### src/logic/scbs_pkg.sv
// constants shared by the sleep clock and brown-out status block
package scbs_pkg;
    // ==========================================
    // register byte offsets
    localparam logic [7:0] OFF_RUN_CFG    = 8'h00;
    localparam logic [7:0] OFF_SLEEP_CFG  = 8'h04;
    localparam logic [7:0] OFF_RUN_GATE   = 8'h08;
    localparam logic [7:0] OFF_SLEEP_GATE = 8'h0C;
    localparam logic [7:0] OFF_BO_CTRL    = 8'h10;
    localparam logic [7:0] OFF_RAW        = 8'h14;
    localparam logic [7:0] OFF_MASK       = 8'h18;
    localparam logic [7:0] OFF_MASKED     = 8'h1C;
    localparam logic [7:0] OFF_STATUS     = 8'h20;
    // ==========================================
    // field layout
    localparam int CFG_W      = 9;
    localparam int CLK_W      = 8;
    localparam int OSC_PD_BIT = 8;
    localparam int GATE_W     = 16;
    localparam int BO_EN1_BIT = 0;
    localparam int BO_EN2_BIT = 1;
    localparam int IRQ_W      = 4;
    localparam int IRQ_BO     = 0;
    localparam int IRQ_BO_EVT = 1;
    localparam int IRQ_ASUP   = 2;
    localparam int IRQ_FALLBK = 3;
    // only these status bits can be unmasked and reach the masked status and irq
    localparam logic [IRQ_W-1:0] IRQ_LIVE = 4'h9;
    // ==========================================
    // reset values
    localparam logic [CFG_W-1:0]  RST_CFG        = 9'h000;
    localparam logic [GATE_W-1:0] RST_RUN_GATE   = 16'hFFFF;
    localparam logic [GATE_W-1:0] RST_SLEEP_GATE = 16'h0000;
    localparam logic [1:0]        RST_BO_CTRL    = 2'h2;
    // ==========================================
    // timing counts in system clock cycles
    localparam int              CNT_W         = 4;
    localparam logic [CNT_W-1:0] RESET_WINDOW = 4'hA;
    localparam logic [CNT_W-1:0] ENTRY_CYCLES = 4'hF;
    // ==========================================
    // bus answers
    localparam logic [1:0] RESP_OKAY   = 2'h0;
    localparam logic [1:0] RESP_SLVERR = 2'h2;
    typedef enum logic [1:0] {SEQ_RUN, SEQ_ENTER, SEQ_SLEEP} scbs_seq_e;
endpackage

### src/logic/scbs_clk_if.sv
// signals between the register front end and the sleep sequencer
`timescale 1ns/1ps
interface scbs_clk_if;
    logic [scbs_pkg::CFG_W-1:0]  run_cfg;
    logic [scbs_pkg::CFG_W-1:0]  sleep_cfg;
    logic [scbs_pkg::GATE_W-1:0] run_gate;
    logic [scbs_pkg::GATE_W-1:0] sleep_gate;
    logic                        sleep_req;
    logic                        reset_evt;
    logic                        fallback_pend;
    logic                        in_sleep;
    logic                        fallback_used;
    logic [scbs_pkg::CLK_W-1:0]  clk_sel;
    logic                        osc_en;
    logic [scbs_pkg::GATE_W-1:0] gate;
    modport ctrl (output run_cfg, sleep_cfg, run_gate, sleep_gate, sleep_req, reset_evt,
                  input fallback_pend, in_sleep, fallback_used, clk_sel, osc_en, gate);
    modport seq  (input run_cfg, sleep_cfg, run_gate, sleep_gate, sleep_req, reset_evt,
                  output fallback_pend, in_sleep, fallback_used, clk_sel, osc_en, gate);
endinterface

### src/logic/scbs_sync3.sv
// three-stage synchroniser with agreement filter
`timescale 1ns/1ps
module scbs_sync3 #(
    parameter int W = 1
) (
    input  wire logic         aclk,
    input  wire logic         aresetn,
    input  wire logic [W-1:0] async_in,
    output logic      [W-1:0] level
);
    logic [W-1:0] s1_q;
    logic [W-1:0] s2_q;
    logic [W-1:0] s3_q;
    logic [W-1:0] lvl_q;

    always_ff @(posedge aclk) begin
        if (!aresetn) begin
            s1_q <= '0;
            s2_q <= '0;
            s3_q <= '0;
        end else begin
            s1_q <= async_in;
            s2_q <= s1_q;
            s3_q <= s2_q;
        end
    end

    // a bit moves only once stages two and three agree
    generate
        for (genvar i = 0; i < W; i++) begin : g_bit
            always_ff @(posedge aclk) begin
                if (!aresetn) begin
                    lvl_q[i] <= 1'b0;
                end else if (s2_q[i] == s3_q[i]) begin
                    lvl_q[i] <= s3_q[i];
                end
            end
        end
    endgenerate

    assign level = lvl_q;
endmodule

### src/logic/scbs_sleep_seq.sv
// deep-sleep entry sequencer and clock configuration selector
`timescale 1ns/1ps
module scbs_sleep_seq (
    input  wire logic aclk,
    input  wire logic aresetn,
    scbs_clk_if.seq   cif
);
    scbs_pkg::scbs_seq_e             state_q;
    logic [scbs_pkg::CNT_W-1:0]      cnt_q;
    logic                            pend_q;
    logic                            active_q;
    logic                            used_q;
    logic [scbs_pkg::CLK_W-1:0]      clk_q;
    logic                            osc_q;
    logic [scbs_pkg::GATE_W-1:0]     gate_q;

    // ==========================================
    // entry sequence
    always_ff @(posedge aclk) begin
        if (!aresetn) begin
            state_q <= scbs_pkg::SEQ_RUN;
            cnt_q   <= '0;
        end else if (cif.reset_evt) begin
            state_q <= scbs_pkg::SEQ_RUN;
            cnt_q   <= '0;
        end else begin
            unique case (state_q)
                scbs_pkg::SEQ_RUN: begin
                    cnt_q <= '0;
                    if (cif.sleep_req) begin
                        state_q <= scbs_pkg::SEQ_ENTER;
                    end
                end
                scbs_pkg::SEQ_ENTER: begin
                    cnt_q <= cnt_q + 1'b1;
                    if (cnt_q == scbs_pkg::ENTRY_CYCLES - 1'b1) begin
                        state_q <= scbs_pkg::SEQ_SLEEP;
                    end
                end
                scbs_pkg::SEQ_SLEEP: begin
                    if (!cif.sleep_req) begin
                        state_q <= scbs_pkg::SEQ_RUN;
                    end
                end
            endcase
        end
    end

    // ==========================================
    // fallback bookkeeping
    always_ff @(posedge aclk) begin
        if (!aresetn) begin
            pend_q <= 1'b0;
        end else if (cif.reset_evt && state_q == scbs_pkg::SEQ_ENTER
                     && cnt_q < scbs_pkg::RESET_WINDOW) begin
            pend_q <= 1'b1;
        end else if (state_q == scbs_pkg::SEQ_SLEEP && active_q && !cif.sleep_req) begin
            pend_q <= 1'b0;
        end
    end

    always_ff @(posedge aclk) begin
        if (!aresetn) begin
            active_q <= 1'b0;
            used_q   <= 1'b0;
        end else begin
            used_q <= 1'b0;
            if (state_q == scbs_pkg::SEQ_ENTER && cnt_q == scbs_pkg::ENTRY_CYCLES - 1'b1
                && !cif.reset_evt) begin
                active_q <= pend_q;
                used_q   <= pend_q;
            end else if (state_q != scbs_pkg::SEQ_SLEEP) begin
                active_q <= 1'b0;
            end
        end
    end

    // ==========================================
    // clock outputs
    always_ff @(posedge aclk) begin
        if (!aresetn) begin
            clk_q  <= '0;
            osc_q  <= 1'b1;
            gate_q <= scbs_pkg::RST_RUN_GATE;
        end else if (state_q == scbs_pkg::SEQ_SLEEP) begin
            gate_q <= cif.sleep_gate;
            if (active_q) begin
                clk_q <= cif.run_cfg[scbs_pkg::CLK_W-1:0];
                osc_q <= !cif.run_cfg[scbs_pkg::OSC_PD_BIT];
            end else begin
                clk_q <= cif.sleep_cfg[scbs_pkg::CLK_W-1:0];
                osc_q <= !cif.sleep_cfg[scbs_pkg::OSC_PD_BIT];
            end
        end else begin
            clk_q  <= cif.run_cfg[scbs_pkg::CLK_W-1:0];
            osc_q  <= !cif.run_cfg[scbs_pkg::OSC_PD_BIT];
            gate_q <= cif.run_gate;
        end
    end

    assign cif.fallback_pend = pend_q;
    assign cif.in_sleep      = (state_q == scbs_pkg::SEQ_SLEEP);
    assign cif.fallback_used = used_q;
    assign cif.clk_sel       = clk_q;
    assign cif.osc_en        = osc_q;
    assign cif.gate          = gate_q;
endmodule

### src/logic/scbs_top.sv
// sleep clock selection and brown-out status block with AXI4-Lite registers
//
// Decided for this implementation: the placing of the registers and the AXI4-Lite interface to the registers.
`timescale 1ns/1ps
module scbs_top (
    input  wire logic                        aclk,
    input  wire logic                        aresetn,
    input  wire logic [31:0]                 s_axi_awaddr,
    input  wire logic                        s_axi_awvalid,
    output logic                             s_axi_awready,
    input  wire logic [31:0]                 s_axi_wdata,
    input  wire logic [3:0]                  s_axi_wstrb,
    input  wire logic                        s_axi_wvalid,
    output logic                             s_axi_wready,
    output logic [1:0]                       s_axi_bresp,
    output logic                             s_axi_bvalid,
    input  wire logic                        s_axi_bready,
    input  wire logic [31:0]                 s_axi_araddr,
    input  wire logic                        s_axi_arvalid,
    output logic                             s_axi_arready,
    output logic [31:0]                      s_axi_rdata,
    output logic [1:0]                       s_axi_rresp,
    output logic                             s_axi_rvalid,
    input  wire logic                        s_axi_rready,
    input  wire logic                        brownout_detect,
    input  wire logic                        ext_reset_pin_n,
    input  wire logic                        wdog_reset_req,
    input  wire logic                        deep_sleep_req,
    output logic                             sys_reset_req,
    output logic [scbs_pkg::CLK_W-1:0]       sysclk_sel,
    output logic                             precise_internal_osc_en,
    output logic [scbs_pkg::GATE_W-1:0]      periph_clk_en,
    output logic                             in_deep_sleep,
    output logic                             irq
);
    scbs_clk_if cif ();

    // ==========================================
    // register state
    logic [scbs_pkg::CFG_W-1:0]  run_cfg_q;
    logic [scbs_pkg::CFG_W-1:0]  sleep_cfg_q;
    logic [scbs_pkg::GATE_W-1:0] run_gate_q;
    logic [scbs_pkg::GATE_W-1:0] sleep_clock_gating_reg_q;
    logic [1:0]                  brownout_control_reg_q;
    logic [scbs_pkg::IRQ_W-1:0]  raw_irq_status_reg_q;
    logic [scbs_pkg::IRQ_W-1:0]  irq_mask_control_reg_q;
    logic                        clear_armed_q;
    logic                        bo_lvl_q;
    logic                        rst_req_q;

    // ==========================================
    // bus state
    logic                        aw_have_q;
    logic                        w_have_q;
    logic [7:0]                  awaddr_q;
    logic [31:0]                 wdata_q;
    logic [3:0]                  wstrb_q;
    logic                        bvalid_q;
    logic [1:0]                  bresp_q;
    logic                        rvalid_q;
    logic [31:0]                 rdata_q;
    logic [1:0]                  rresp_q;
    logic                        wr_fire;
    logic                        rd_fire;
    logic [31:0]                 wval;
    logic [31:0]                 masked;
    logic [31:0]                 run_cfg_m;
    logic [31:0]                 sleep_cfg_m;
    logic [31:0]                 run_gate_m;
    logic [31:0]                 sleep_gate_m;

    // ==========================================
    // pin inputs
    logic [1:0]                  pins_lvl;
    logic                        bo_rise;
    logic                        ext_rst_lvl_q;
    logic                        ext_fall;
    logic                        bo_reset;
    logic                        reset_evt;

    scbs_sync3 #(.W(2)) u_sync (
        .aclk     (aclk),
        .aresetn  (aresetn),
        .async_in ({brownout_detect, !ext_reset_pin_n}),
        .level    (pins_lvl)
    );

    always_ff @(posedge aclk) begin
        if (!aresetn) begin
            bo_lvl_q      <= 1'b0;
            ext_rst_lvl_q <= 1'b0;
        end else begin
            bo_lvl_q      <= pins_lvl[1];
            ext_rst_lvl_q <= pins_lvl[0];
        end
    end

    assign bo_rise   = pins_lvl[1] && !bo_lvl_q;
    assign ext_fall  = pins_lvl[0] && !ext_rst_lvl_q;
    // first enable bit is stored only
    assign bo_reset  = bo_rise && brownout_control_reg_q[scbs_pkg::BO_EN2_BIT];
    assign reset_evt = bo_reset || ext_fall || wdog_reset_req;

    always_ff @(posedge aclk) begin
        if (!aresetn) begin
            rst_req_q <= 1'b0;
        end else begin
            rst_req_q <= bo_reset || ext_fall || wdog_reset_req;
        end
    end

    // ==========================================
    // sleep sequencer
    assign cif.run_cfg    = run_cfg_q;
    assign cif.sleep_cfg  = sleep_cfg_q;
    assign cif.run_gate   = run_gate_q;
    assign cif.sleep_gate = sleep_clock_gating_reg_q;
    assign cif.sleep_req  = deep_sleep_req;
    assign cif.reset_evt  = reset_evt;

    scbs_sleep_seq u_seq (
        .aclk    (aclk),
        .aresetn (aresetn),
        .cif     (cif)
    );

    // ==========================================
    // write channel
    function automatic logic [31:0] merge(input logic [31:0] old, input logic [31:0] nw,
                                          input logic [3:0] strb);
        logic [31:0] res;
        res = old;
        for (int b = 0; b < 4; b++) begin
            if (strb[b]) begin
                res[8*b +: 8] = nw[8*b +: 8];
            end
        end
        return res;
    endfunction

    function automatic logic mapped(input logic [7:0] a);
        return a == scbs_pkg::OFF_RUN_CFG || a == scbs_pkg::OFF_SLEEP_CFG
            || a == scbs_pkg::OFF_RUN_GATE || a == scbs_pkg::OFF_SLEEP_GATE
            || a == scbs_pkg::OFF_BO_CTRL || a == scbs_pkg::OFF_RAW
            || a == scbs_pkg::OFF_MASK || a == scbs_pkg::OFF_MASKED
            || a == scbs_pkg::OFF_STATUS;
    endfunction

    assign s_axi_awready = !aw_have_q && !bvalid_q;
    assign s_axi_wready  = !w_have_q && !bvalid_q;
    assign wr_fire       = aw_have_q && w_have_q && !bvalid_q;
    assign wval          = merge(32'h0000_0000, wdata_q, wstrb_q);
    assign run_cfg_m     = merge({23'h0, run_cfg_q}, wdata_q, wstrb_q);
    assign sleep_cfg_m   = merge({23'h0, sleep_cfg_q}, wdata_q, wstrb_q);
    assign run_gate_m    = merge({16'h0, run_gate_q}, wdata_q, wstrb_q);
    assign sleep_gate_m  = merge({16'h0, sleep_clock_gating_reg_q}, wdata_q, wstrb_q);

    always_ff @(posedge aclk) begin
        if (!aresetn) begin
            aw_have_q <= 1'b0;
            w_have_q  <= 1'b0;
            awaddr_q  <= '0;
            wdata_q   <= '0;
            wstrb_q   <= '0;
        end else begin
            if (s_axi_awvalid && s_axi_awready) begin
                aw_have_q <= 1'b1;
                awaddr_q  <= {s_axi_awaddr[7:2], 2'h0};
            end else if (wr_fire) begin
                aw_have_q <= 1'b0;
            end
            if (s_axi_wvalid && s_axi_wready) begin
                w_have_q <= 1'b1;
                wdata_q  <= s_axi_wdata;
                wstrb_q  <= s_axi_wstrb;
            end else if (wr_fire) begin
                w_have_q <= 1'b0;
            end
        end
    end

    always_ff @(posedge aclk) begin
        if (!aresetn) begin
            bvalid_q <= 1'b0;
            bresp_q  <= scbs_pkg::RESP_OKAY;
        end else if (wr_fire) begin
            bvalid_q <= 1'b1;
            bresp_q  <= mapped(awaddr_q) ? scbs_pkg::RESP_OKAY : scbs_pkg::RESP_SLVERR;
        end else if (s_axi_bready) begin
            bvalid_q <= 1'b0;
        end
    end

    // ==========================================
    // configuration registers
    always_ff @(posedge aclk) begin
        if (!aresetn) begin
            run_cfg_q                <= scbs_pkg::RST_CFG;
            sleep_cfg_q              <= scbs_pkg::RST_CFG;
            run_gate_q               <= scbs_pkg::RST_RUN_GATE;
            sleep_clock_gating_reg_q <= scbs_pkg::RST_SLEEP_GATE;
            brownout_control_reg_q   <= scbs_pkg::RST_BO_CTRL;
            irq_mask_control_reg_q   <= '0;
        end else if (wr_fire) begin
            unique case (awaddr_q)
                scbs_pkg::OFF_RUN_CFG: begin
                    run_cfg_q <= run_cfg_m[scbs_pkg::CFG_W-1:0];
                end
                scbs_pkg::OFF_SLEEP_CFG: begin
                    sleep_cfg_q <= sleep_cfg_m[scbs_pkg::CFG_W-1:0];
                end
                scbs_pkg::OFF_RUN_GATE: begin
                    run_gate_q <= run_gate_m[scbs_pkg::GATE_W-1:0];
                end
                scbs_pkg::OFF_SLEEP_GATE: begin
                    sleep_clock_gating_reg_q <= sleep_gate_m[scbs_pkg::GATE_W-1:0];
                end
                scbs_pkg::OFF_BO_CTRL: begin
                    if (wstrb_q[0]) begin
                        brownout_control_reg_q <= wdata_q[1:0];
                    end
                end
                scbs_pkg::OFF_MASK: begin
                    if (wstrb_q[0]) begin
                        // event and analog mask bits do not take writes
                        irq_mask_control_reg_q <= wdata_q[scbs_pkg::IRQ_W-1:0]
                                                  & scbs_pkg::IRQ_LIVE;
                    end
                end
                default: begin
                end
            endcase
        end
    end

    // ==========================================
    // interrupt status
    logic clr_wr;
    assign clr_wr = wr_fire && awaddr_q == scbs_pkg::OFF_MASKED && wval[scbs_pkg::IRQ_BO];

    always_ff @(posedge aclk) begin
        if (!aresetn) begin
            clear_armed_q <= 1'b0;
        end else if (clr_wr) begin
            clear_armed_q <= !clear_armed_q;
        end
    end

    always_ff @(posedge aclk) begin
        if (!aresetn) begin
            raw_irq_status_reg_q <= '0;
        end else begin
            // set wins over a clear in the same cycle
            if (bo_rise) begin
                raw_irq_status_reg_q[scbs_pkg::IRQ_BO] <= 1'b1;
            end else if (clr_wr && clear_armed_q) begin
                raw_irq_status_reg_q[scbs_pkg::IRQ_BO] <= 1'b0;
            end
            if (bo_reset) begin
                raw_irq_status_reg_q[scbs_pkg::IRQ_BO_EVT] <= 1'b1;
            end
            raw_irq_status_reg_q[scbs_pkg::IRQ_ASUP] <= 1'b0;
            if (cif.fallback_used) begin
                raw_irq_status_reg_q[scbs_pkg::IRQ_FALLBK] <= 1'b1;
            end else if (wr_fire && awaddr_q == scbs_pkg::OFF_MASKED
                         && wval[scbs_pkg::IRQ_FALLBK]) begin
                raw_irq_status_reg_q[scbs_pkg::IRQ_FALLBK] <= 1'b0;
            end
        end
    end

    assign masked = {28'h0, raw_irq_status_reg_q & irq_mask_control_reg_q
                     & scbs_pkg::IRQ_LIVE};
    assign irq    = |masked;

    // ==========================================
    // read channel
    assign s_axi_arready = !rvalid_q;
    assign rd_fire       = s_axi_arvalid && s_axi_arready;

    always_ff @(posedge aclk) begin
        if (!aresetn) begin
            rvalid_q <= 1'b0;
            rdata_q  <= '0;
            rresp_q  <= scbs_pkg::RESP_OKAY;
        end else if (rd_fire) begin
            rvalid_q <= 1'b1;
            rresp_q  <= scbs_pkg::RESP_OKAY;
            unique case ({s_axi_araddr[7:2], 2'h0})
                scbs_pkg::OFF_RUN_CFG:    rdata_q <= {23'h0, run_cfg_q};
                scbs_pkg::OFF_SLEEP_CFG:  rdata_q <= {23'h0, sleep_cfg_q};
                scbs_pkg::OFF_RUN_GATE:   rdata_q <= {16'h0, run_gate_q};
                scbs_pkg::OFF_SLEEP_GATE: rdata_q <= {16'h0, sleep_clock_gating_reg_q};
                scbs_pkg::OFF_BO_CTRL:    rdata_q <= {30'h0, brownout_control_reg_q};
                scbs_pkg::OFF_RAW:        rdata_q <= {28'h0, raw_irq_status_reg_q};
                scbs_pkg::OFF_MASK:       rdata_q <= {28'h0, irq_mask_control_reg_q};
                scbs_pkg::OFF_MASKED:     rdata_q <= masked;
                scbs_pkg::OFF_STATUS: begin
                    rdata_q <= {28'h0, bo_lvl_q, clear_armed_q, cif.in_sleep,
                                cif.fallback_pend};
                end
                default: begin
                    rdata_q <= '0;
                    rresp_q <= scbs_pkg::RESP_SLVERR;
                end
            endcase
        end else if (s_axi_rready) begin
            rvalid_q <= 1'b0;
        end
    end

    // ==========================================
    // outputs
    assign s_axi_bvalid            = bvalid_q;
    assign s_axi_bresp             = bresp_q;
    assign s_axi_rvalid            = rvalid_q;
    assign s_axi_rdata             = rdata_q;
    assign s_axi_rresp             = rresp_q;
    assign sys_reset_req           = rst_req_q;
    assign sysclk_sel              = cif.clk_sel;
    assign precise_internal_osc_en = cif.osc_en;
    assign periph_clk_en           = cif.gate;
    assign in_deep_sleep           = cif.in_sleep;
endmodule

### config.mk
export PLATFORM = sky130hd
export DESIGN_NAME = scbs_top
export DESIGN_NICKNAME = d
export VERILOG_FILES = /design/src/logic/scbs_pkg.sv /design/src/logic/scbs_clk_if.sv /design/src/logic/scbs_sync3.sv /design/src/logic/scbs_sleep_seq.sv /design/src/logic/scbs_top.sv
export SDC_FILE = /design/constraint.sdc
export NUM_CORES = 1
export LEC_CHECK = 0
export BUFFER_PORTS_ARGS = -buffer_cell sky130_fd_sc_hd__buf_4
export CORE_UTILIZATION = 56
export DETAILED_ROUTE_END_ITERATION = 12
export HOLD_SLACK_MARGIN = 0.15
export PLACE_DENSITY = 0.93
export RECOVER_POWER = 50
export SLEW_MARGIN = 20
export SYNTH_ARGS = -nofsm -noshare
export SYNTH_HDL_FRONTEND = slang
export SYNTH_SLANG_ARGS = --single-unit
### constraint.sdc
create_clock -name aclk -period 3.6 [get_ports aclk]
set_input_delay 0.36 -clock aclk [delete_from_list [all_inputs] [get_ports aclk]]
set_output_delay 0.36 -clock aclk [all_outputs]
set_load 0.01 [all_outputs]
# After elaboration in Yosys (flattened, before gate mapping)
# Cells that the tools add are included.
dict set report word_totals {
  inputBits 111
  ff_bits 168
  elab_cells 168
  output_inout_bits 69
}
dict set report classes {
  n_reduce_logical 69
  muxes 29
  bitwise 2
  magnitude_cmp 1
  add_sub_neg 1
  eq_ne 25
}
# op count
set op_table {}
lappend op_table {{$pmux 16 s9} 1}
lappend op_table {{$eq 6x3->1 const B} 8}
lappend op_table {{$reduce_and 3->1} 11}
lappend op_table {{$eq 6x2->1 const B} 4}
lappend op_table {{$logic_and 1x1->1} 20}
lappend op_table {{$reduce_bool 2->1} 9}
lappend op_table {{$mux 1} 17}
lappend op_table {{$mux 16} 1}
lappend op_table {{$mux 8} 2}
lappend op_table {{$eq 6x1->1 const B} 2}
lappend op_table {{$eq 6x4->1 const B} 2}
lappend op_table {{$logic_not 1->1} 12}
lappend op_table {{$logic_or 1x1->1} 10}
lappend op_table {{$mux 2} 5}
lappend op_table {{$reduce_or 9->1} 1}
lappend op_table {{$logic_not 8->1} 1}
lappend op_table {{$ne 2x2->1 const B} 4}
lappend op_table {{$pmux 4 s2} 1}
lappend op_table {{$logic_not 6->1} 1}
lappend op_table {{$pmux 2 s3} 1}
lappend op_table {{$add 4x1->4 const B} 1}
lappend op_table {{$and 4x4->4} 1}
lappend op_table {{$eq 4x4->1 const B} 1}
lappend op_table {{$lt 4x4->1 const B} 1}
lappend op_table {{8 further kinds} 10}

# Depth between registers and ports, before layout
# Gate-level depths: netlist of run 1.
dict set report logic_depth {
  depth_word 10
  depth_mapped 7
  depth_no_buf 6
}

# Hierarchy
# Synthesis of run 1 repeated with hierarchy kept, for this count alone.
dict set report unflattened {
  hier_cells 661
  hier_area_um2 6203.4
}
# module cells_per_inst seq_area_each_um2 instances area_each_um2
set by_module_without_submodules {}
lappend by_module_without_submodules {scbs_top 494 2142.1 1 4613.2}
lappend by_module_without_submodules {scbs_sleep_seq 147 680.7 1 1352.5}
lappend by_module_without_submodules {scbs_sync3 20 160.2 1 237.7}

# Worst setup path before layout of run 1
# Ideal clock, no wire load.
dict set report synth_path {
  path_type {in2reg}
  from {input s_axi_araddr[2]}
  to {register rdata_q[3] (netlist: s_axi_rdata[3])}
  stages 7
  arrival_ns 1.512
  required_ns 3.471
  setup_time_ns 0.129
  path_slack_ns 1.958
  path_buffers 3
  path_cell_list {buf_4 -> buf_6 -> buf_2 -> mux2i_1 -> nor3_1 -> a2111oi_0 -> o21ai_1}
}
dict set report synth_between {
  elab_chain_len 2
  word_cells_on_any_way 10
  cone_classes {8 x eq/ne; 1 x mux; 1 x reduce/logical}
}
# element line
set synth_lines {}
lappend synth_lines {{start, declared} scbs_top.sv:18} ;# input wire logic [31:0] s_axi_araddr,
lappend synth_lines {{$eq 6x4->1 (tied with other cells)} scbs_top.sv:289} ;# unique case ({s_axi_araddr[7:2], 2'h0})
lappend synth_lines {{$pmux 16 s9 (*)} scbs_top.sv:289}
lappend synth_lines {{end signal, assigned} scbs_top.sv:290} ;# scbs_pkg::OFF_RUN_CFG: rdata_q <= {23'h0, run_cfg_q};
lappend synth_lines {{end signal, assigned} scbs_top.sv:291} ;# scbs_pkg::OFF_SLEEP_CFG: rdata_q <= {23'h0, sleep_cfg_q};
lappend synth_lines {{end signal, assigned} scbs_top.sv:292} ;# scbs_pkg::OFF_RUN_GATE: rdata_q <= {16'h0, run_gate_q};
lappend synth_lines {{end, declared} scbs_top.sv:61} ;# logic [31:0] rdata_q;
# Every way passes the cells marked *; elsewhere a longest branch is shown, timed or not.
# A chain may end at the register's enable or synchronous reset.

# Worst setup path in the final report of run 1
dict set report layout_path {
  from {register u_seq.state_q[0]}
  to {register u_seq.clk_q (netlist bit u_seq.cif.clk_sel[6])}
}
dict set report layout_between {
  elab_chain_len 2
}
# element line
set layout_lines {}
lappend layout_lines {{start, declared} scbs_sleep_seq.sv:8} ;# scbs_pkg::scbs_seq_e state_q;
lappend layout_lines {{start signal, assigned} scbs_sleep_seq.sv:21} ;# state_q <= scbs_pkg::SEQ_RUN;
lappend layout_lines {{start signal, assigned} scbs_sleep_seq.sv:24} ;# state_q <= scbs_pkg::SEQ_RUN;
lappend layout_lines {{start signal, assigned} scbs_sleep_seq.sv:31} ;# state_q <= scbs_pkg::SEQ_ENTER;
lappend layout_lines {{$eq 2x2->1} scbs_sleep_seq.sv:85} ;# end else if (state_q == scbs_pkg::SEQ_SLEEP) begin
lappend layout_lines {{$mux 8} scbs_sleep_seq.sv:85}
lappend layout_lines {{end signal, assigned} scbs_sleep_seq.sv:88} ;# clk_q <= cif.run_cfg[scbs_pkg::CLK_W-1:0];
lappend layout_lines {{end signal, assigned} scbs_sleep_seq.sv:91} ;# clk_q <= cif.sleep_cfg[scbs_pkg::CLK_W-1:0];
lappend layout_lines {{end signal, assigned} scbs_sleep_seq.sv:95} ;# clk_q <= cif.run_cfg[scbs_pkg::CLK_W-1:0];
lappend layout_lines {{end, declared} scbs_sleep_seq.sv:13} ;# logic [scbs_pkg::CLK_W-1:0] clk_q;
# Every way passes these cells.

==> metrics.txt, run 1 <==
endpoint kind of the worst setup timing path flop; std cell rows 38; vias in the first global route between 5,000 and 6,000; Via Count slightly above 5,000; vias per inst 5.713; synthesis-stage register bit count 149; LEAKAGE ~3.0 nW; signal arrival time at the worst endpoint roughly 2.6 ns; overflow left after global routing 0; antenna-violating nets left 0; Final TNS setup 0 ns; area of the mapped netlist 0.006411 mm2; number of distinct standard cells referenced by the synthesized netlist between 50 and 60; classification of the worst-slack hold path primary input to flop; share of final-layout standard cells stronger than drive strength 1 0.1253; violated checks capacitance limit, slew limit; worst slew pin tran around 1.7 ns; startpoint of the lowest-slack register-to-register path u_seq.state_q[0]; Mapped Cells between 600 and 700; share of the cycle needed by the critical path after routing 0.6244; number of cell instances on the worst register-to-register path 5; largest fanout on the critical path 10; fraction of registers with async set/reset 0; number of nets in the finished design around 850; total count of max-transition violations in the final report 110; Clk Latency, worst-skew pair roughly 0.42 ns; clock buffer depth 2; library cell contributing the largest single delay on the critical path sky130_fd_sc_hd__nor2b_1; maximum ir drop on the vdd rail between 0.0002 and 0.0003 V; Die Height about 110 um; launch point of the worst hold path s_axi_arvalid; area added between synthesis and finish 15.69%; end of the worst register-to-register path u_seq.cif.clk_sel[6]; clock tree from TritonCTS yes; Avg Inst Size Synth 9.773 um2; area enclosed by the die boundary ~0.012 mm2; worst slew margin relative to its limit -0.1432; startpoint type of the worst setup path flop; chip width 109.0 um; post-detailed-route DRC marker count 0; post-detailed-route wirelength per cell 17.27 um; wire length of the first global-routing pass ~24,000 um; pin count of the biggest net entering global routing between 100 and 150; critical path required time around 3.9 ns; Setup Fix Bufs, Post-CTS 0; busiest grt layer met2; final setup margin 1.352 ns; initial antenna violation count 0; clock-pin slew on the worst setup and hold paths around 0.060 ns; number of antenna cells inserted 0; met2 track demand over resource 0.4335; achievable clock frequency approximately 0.44 GHz; commonest cells after routing, fill and taps aside 149 x sky130_fd_sc_hd__dfxtp_1, 98 x sky130_fd_sc_hd__nand2_1, 88 x sky130_fd_sc_hd__mux2i_1; CP Cell Sequence inv_1, ha_1, nor2b_1, nand2_1, a21boi_0; wire length after detailed routing approximately 15,000 um; category of the most critical setup path flop to flop; number of enable flip-flop cells after synthesis 0; setup violation total in the final timing report 0; run status finished, violations left; final critical-path required period between 2 and 2.5 ns; GP Congestion 0.8662; master cell of the clock root buffer sky130_fd_sc_hd__clkbuf_16; placed cells around 850; Top delay family on crit path simple AND/OR/NAND/NOR gates; GR Layer Usage met1 0.3185; count of clock tree sinks around 150; Worst Skew around 0.012 ns; Std-Cell Core Area 0.01098 mm2; Max H-tree Level 4; total routing usage reported by global routing 0.2678; RSZ-0062 raised after global routing false; Hold Fails Final Rpt 0; hold endpoint s_axi_rvalid; met3 demand-to-capacity share in global routing 0.07113; cell count along the critical path 5; Worst Hold Path Cells 2; number of optimization iterations in the first detailed-route pass 5; final HPWL from detailed placement 9934 um; Post-Place Setup Slack 1.427 ns; total clock buffers created by CTS 17; commonest non-fill, non-tap cell in the layout sky130_fd_sc_hd__dfxtp_1; post-synthesis sequential area ratio 0.4653; Maximum Capacitance Violations 1; Port-buffer cells a little over 90; most used flip-flop cell after synthesis sky130_fd_sc_hd__dfxtp_1; boundary pin count 180; power per unit of standard cell area 488.7 mW/mm2; starting density of the core 0.5837; number of buffers and inverters on the critical path 1; Crit path largest cell delay just over 0.7 ns; Initial DRC Count around 290; reg-to-reg slack, setup ~1.4 ns; Synth Warn # 0; post-layout instance count excluding filler cells slightly below 900
layer usage:
layer	wire [um]	vias to the layer above	part of all wire
met5	0	-	0
met4	566	0	0.037
met3	992	58	0.065
met2	7365	206	0.48
met1	6304	2410	0.41
li1	-	2365	-
metrics by stage:
step / instance area [um2] / hold WS [ns] / power (mW) / util
3_5_place_dp: 7018 / 0.4226 / 1.972 / 0.6390
5_1_grt: 7417 / 0.1876 / 3.730 / 0.6753
2_1_floorplan: 6475 / 0.4119 / 1.906 / -
4_1_cts: 7607 / 0.1711 / 3.640 / 0.6926
6_report: 7417 / 0.1816 / 3.625 / 0.6753
3_3_place_gp: 7018 / 0.4199 / 1.960 / 0.6390
Yosys cell counts, drive strengths merged (2+ instances only):
cell	number	area [um2]
mux4	6	135.1
nand4	9	81.33
nor3b	5	47.54
mux2	2	22.52
a22oi	6	45.04
o21ai	13	65.06
a211oi	2	15.01
and3b	2	17.52
nand2	98	367.9
a21oi	14	70.07
mux2i	88	880.8
nand3b	4	30.03
xnor2	2	17.52
clkbuf	28	105.1
nand2b	6	37.54
and3	2	12.51
nor4	12	87.58
dfxtp	149	2983
inv	12	45.04
o21a	3	22.52
or3b	2	17.52
nor2	13	48.80
nor3	8	40.04
a31oi	2	12.51
buf	30	225.2
o211ai	2	15.01
a2111oi	3	26.28
or4	3	30.03
nor2b	63	394.1
nand3	5	25.02
and4b	3	30.03
and4	2	17.52
a21boi	31	232.7
ha	5	62.56
and2	12	75.07
final cells by class:
| type | instances | area (um2) |
|---|---|---|
| clock buffer | 19 | 442.9 |
| clock inverter | 13 | 126.4 |
| fill | 834 | 3566 |
| inverter | 12 | 45.04 |
| multi-input combinational | 454 | 3117 |
| sequential | 149 | 2983 |
| tap | 140 | 175.2 |
| timing repair buffer | 95 | 528.0 |
report_power, final:
group | total, mW | internal [mW] | switching [mW] | leakage (nW)
combinational | 0.222 | 0.0954 | 0.126 | 1.51
sequential | 1.72 | 1.68 | 0.0373 | 1.21
clock | 1.69 | 0.976 | 0.711 | 0.266
total | 3.62 | 2.75 | 0.875 | 2.98
sequential cells by signal (all words and copies together), names as in the netlist, 3 cells and up:
| signal | flops |
|---|---|
| u_seq.cnt_q | 4 |
| wdata_q | 16 |
| cif.run_gate | 16 |
| cif.sleep_gate | 16 |
| u_seq.cif.gate | 16 |
| cif.sleep_cfg | 9 |
| awaddr_q | 6 |
| raw_irq_status_reg_q | 3 |
| u_seq.cif.clk_sel | 8 |
| cif.run_cfg | 9 |
| s_axi_rdata | 16 |
worst max path at each step:
stage / from / endpoint / slack, ns
3_5_place_dp: u_seq.state_q[0] / u_seq.cif.clk_sel[7] / 1.43
5_1_grt: u_seq.state_q[0] / u_seq.cif.clk_sel[6] / 1.24
6_report: u_seq.state_q[0] / u_seq.cif.clk_sel[6] / 1.35
4_1_cts: u_seq.state_q[0] / u_seq.cif.clk_sel[7] / 1.42
3_3_place_gp: s_axi_arvalid / s_axi_rdata[1] / 1.56
2_1_floorplan: s_axi_araddr[2] / s_axi_rdata[3] / 1.96
cell families after synthesis:
family	count (synthesis)	share of synthesized area
AND/OR/NAND/NOR	251	0.2145
flip-flops	149	0.4653
multiplexers	96	0.1620
AO/OA/AOI/OAI	82	0.08665
buffers and inverters	70	0.05855
adder cells (fa/ha/maj)	5	0.009758
XOR/XNOR	2	0.002733
other	1	0.0005849
what timing repair did:
action | CTS | global route
hold buffers | 2 | 0
endpoints found under the hold margin | 2 | 0
gates resized for setup | 0 | 0
No activity file was read; power rests on OpenSTA's default activity.
==> run 2, diff against run 1 <==
Settings changed: CORE_UTILIZATION 56 to 52, PLACE_DENSITY 0.93 to 0.88.
Clock period 3.6 ns to 2.25 ns, I/O delays scaled along.
==> run 2 against run 1 <==
Cell area up 5.6%. Power up 67%. Register-to-register slack worse by 1.1 ns. Sequential power up 59%. Wire length down 1.5%. Sequential share of layout area down 2.1 points. Core utilization down 2.3 points. Critical path depth down 1. Maximum frequency up 11%. The flow now finishes without violations. Final cell count up 5.1%. First-iteration DRC count up 6.6%.
==> metrics.txt, run 2 (synthesized netlist as in run 1, its figures left out) <==
run status finished, final reports clean; overflow left after global routing 0; maximum ir drop on the vdd rail approximately 0.00047 V; clock tree from TritonCTS yes; number of antenna cells inserted 0; clock-pin slew on the worst setup and hold paths 0.06 ns; pin count of the biggest net entering global routing 80; Worst Skew 0.005282 ns; hold endpoint s_axi_rdata[3]; total clock buffers created by CTS 17; number of optimization iterations in the first detailed-route pass 5; power per unit of standard cell area roughly 770 mW/mm2; total count of max-transition violations in the final report 0; final HPWL from detailed placement about 10,000 um; LEAKAGE 3.158 nW; signal arrival time at the worst endpoint roughly 2.3 ns; startpoint of the lowest-slack register-to-register path awaddr_q[2]; area enclosed by the die boundary 0.01278 mm2; Hold Fails Final Rpt 0; end of the worst register-to-register path cif.sleep_gate[4]; count of clock tree sinks between 100 and 150; Final TNS setup 0 ns; CP Cell Sequence nor3b_1, nand4_2, mux2i_1, nor2b_1; share of the cycle needed by the critical path after routing 0.8983; setup violation total in the final timing report 0; launch point of the worst hold path s_axi_araddr[7]; critical path required time between 2 and 3 ns; startpoint type of the worst setup path flop; number of fill cells a little over 900; endpoint kind of the worst setup timing path flop; number of cell instances on the worst register-to-register path 4; wire length after detailed routing ~15,000 um; total routing usage reported by global routing 0.2412; standard cell area after detailed placement about 0.0071 mm2; final critical-path required period 2.021 ns; Max H-tree Level 4; post-detailed-route wirelength per cell 16.19 um; starting density of the core 0.5338; initial antenna violation count 0; area added between synthesis and finish 22.15%; vias in the first global route about 4,900; achievable clock frequency around 0.49 GHz; boundary pin count between 150 and 200; share of final-layout standard cells stronger than drive strength 1 0.1244; post-detailed-route DRC marker count 0; antenna-violating nets left 0; cell area after layout about 0.0078 mm2; Via Count between 5,000 and 6,000; worst slew margin relative to its limit 0.1424; vias per inst roughly 5.5; worst slew pin tran 1.286 ns; Maximum Capacitance Violations 0; classification of the worst-slack hold path primary input to flop; Crit path largest cell delay about 0.6 ns; wire length of the first global-routing pass 24,010 um; Initial DRC Count between 300 and 400; chip width between 100 and 150 um; library cell contributing the largest single delay on the critical path sky130_fd_sc_hd__nor3b_1; Clk Latency, worst-skew pair between 0.4 and 0.5 ns; reg-to-reg slack, setup between 0.2 and 0.25 ns; RSZ-0062 raised after global routing false; Die Height roughly 110 um; clock buffer depth 2; Std-Cell Core Area approximately 0.012 mm2; std cell rows 40; master cell of the clock root buffer sky130_fd_sc_hd__clkbuf_16; commonest non-fill, non-tap cell in the layout sky130_fd_sc_hd__dfxtp_1; largest fanout on the critical path 8; number of nets in the finished design 883; commonest cells after routing, fill and taps aside 149 x sky130_fd_sc_hd__dfxtp_1, 98 x sky130_fd_sc_hd__nand2_1, 88 x sky130_fd_sc_hd__mux2i_1; GP Congestion roughly 0.86; category of the most critical setup path flop to flop; Worst Hold Path Cells 4; Port-buffer cells slightly above 90
run 2: changes by cell type in the layout (fill, tap and decap cells not counted):
cell	previous run	this run
sky130_fd_sc_hd__dlygate4sd3_1	2	33
sky130_fd_sc_hd__and2_0	1	5
sky130_fd_sc_hd__and2_1	11	7
sky130_fd_sc_hd__buf_4	42	46
sky130_fd_sc_hd__bufinv_16	1	3
sky130_fd_sc_hd__clkinv_4	5	3
sky130_fd_sc_hd__buf_12	0	1
sky130_fd_sc_hd__clkbuf_1	51	52
sky130_fd_sc_hd__clkinvlp_4	4	5
sky130_fd_sc_hd__nor3b_1	3	4
sky130_fd_sc_hd__nor3b_2	2	1
sky130_fd_sc_hd__or4_1	1	2
sky130_fd_sc_hd__or4_4	2	1
run 2: layer usage:
| metal | track usage | vias up | part of all wire |
|---|---|---|---|
| li1 | - | 2437 | - |
| met1 | 0.2918 | 2436 | 0.43 |
| met2 | 0.4188 | 202 | 0.50 |
| met3 | 0.04928 | 33 | 0.050 |
| met4 | 0.09825 | 0 | 0.021 |
| met5 | 0 | - | 0 |
run 2: worst max-delay path by stage:
stage,from,end,slack [ns],depth (start not counted)
2_1_floorplan,u_seq.state_q[0],u_seq.cif.gate[10],0.72,6
3_3_place_gp,u_seq.state_q[0],u_seq.cif.clk_sel[0],0.46,5
3_5_place_dp,awaddr_q[2],cif.run_gate[1],0.36,4
4_1_cts,awaddr_q[2],cif.run_gate[1],0.34,4
5_1_grt,awaddr_q[2],cif.sleep_gate[4],0.11,4
6_report,awaddr_q[2],cif.sleep_gate[4],0.23,4
run 2: report_power, final:
part           switching [mW]  internal (mW)
Sequential             0.0579           2.69
Clock                    1.13           1.78
Combinational           0.213          0.192
run 2: final cells by class:
| cell class | count | area [um2] | area share |
|---|---|---|---|
| Multi-Input combinational cell | 454 | 3108 | 0.3969 |
| Sequential cell | 149 | 2983 | 0.3809 |
| Timing Repair Buffer | 133 | 895.9 | 0.1144 |
| Clock buffer | 18 | 439.2 | 0.05608 |
| Tap cell | 147 | 183.9 | 0.02349 |
| Clock inverter | 14 | 176.4 | 0.02253 |
| Inverter | 12 | 45.04 | 0.005752 |
run 2: critical path: cells and delay by family, from the launching register on:
family | cells | cell delay, ns
and+or+nand+nor | 3 | 1.17
muxes | 1 | 0.30
DFF | 1 | 0.43
run 2: through the flow:
stage                       util  cells  setup slack, ns  power, mW  hold slack (ns)
after CTS                 0.6692    927           0.3379      6.090           0.1857
after detailed placement  0.5904    862           0.3591      3.165           0.3914
after global routing      0.6520    927           0.1095      6.263           0.2471
final                     0.6520    927           0.2289      6.059           0.1979
after floorplan                -    673           0.7151      3.050           0.2966
after global placement    0.5904    862           0.4641      3.147           0.3832
run 2: what timing repair did:
action	4_1_cts	5_1_grt
hold buffers	33	0
hold endpoints to repair	31	0
setup buffers	0	0
resized for setup	0	0
setup endpoints to repair	0	0
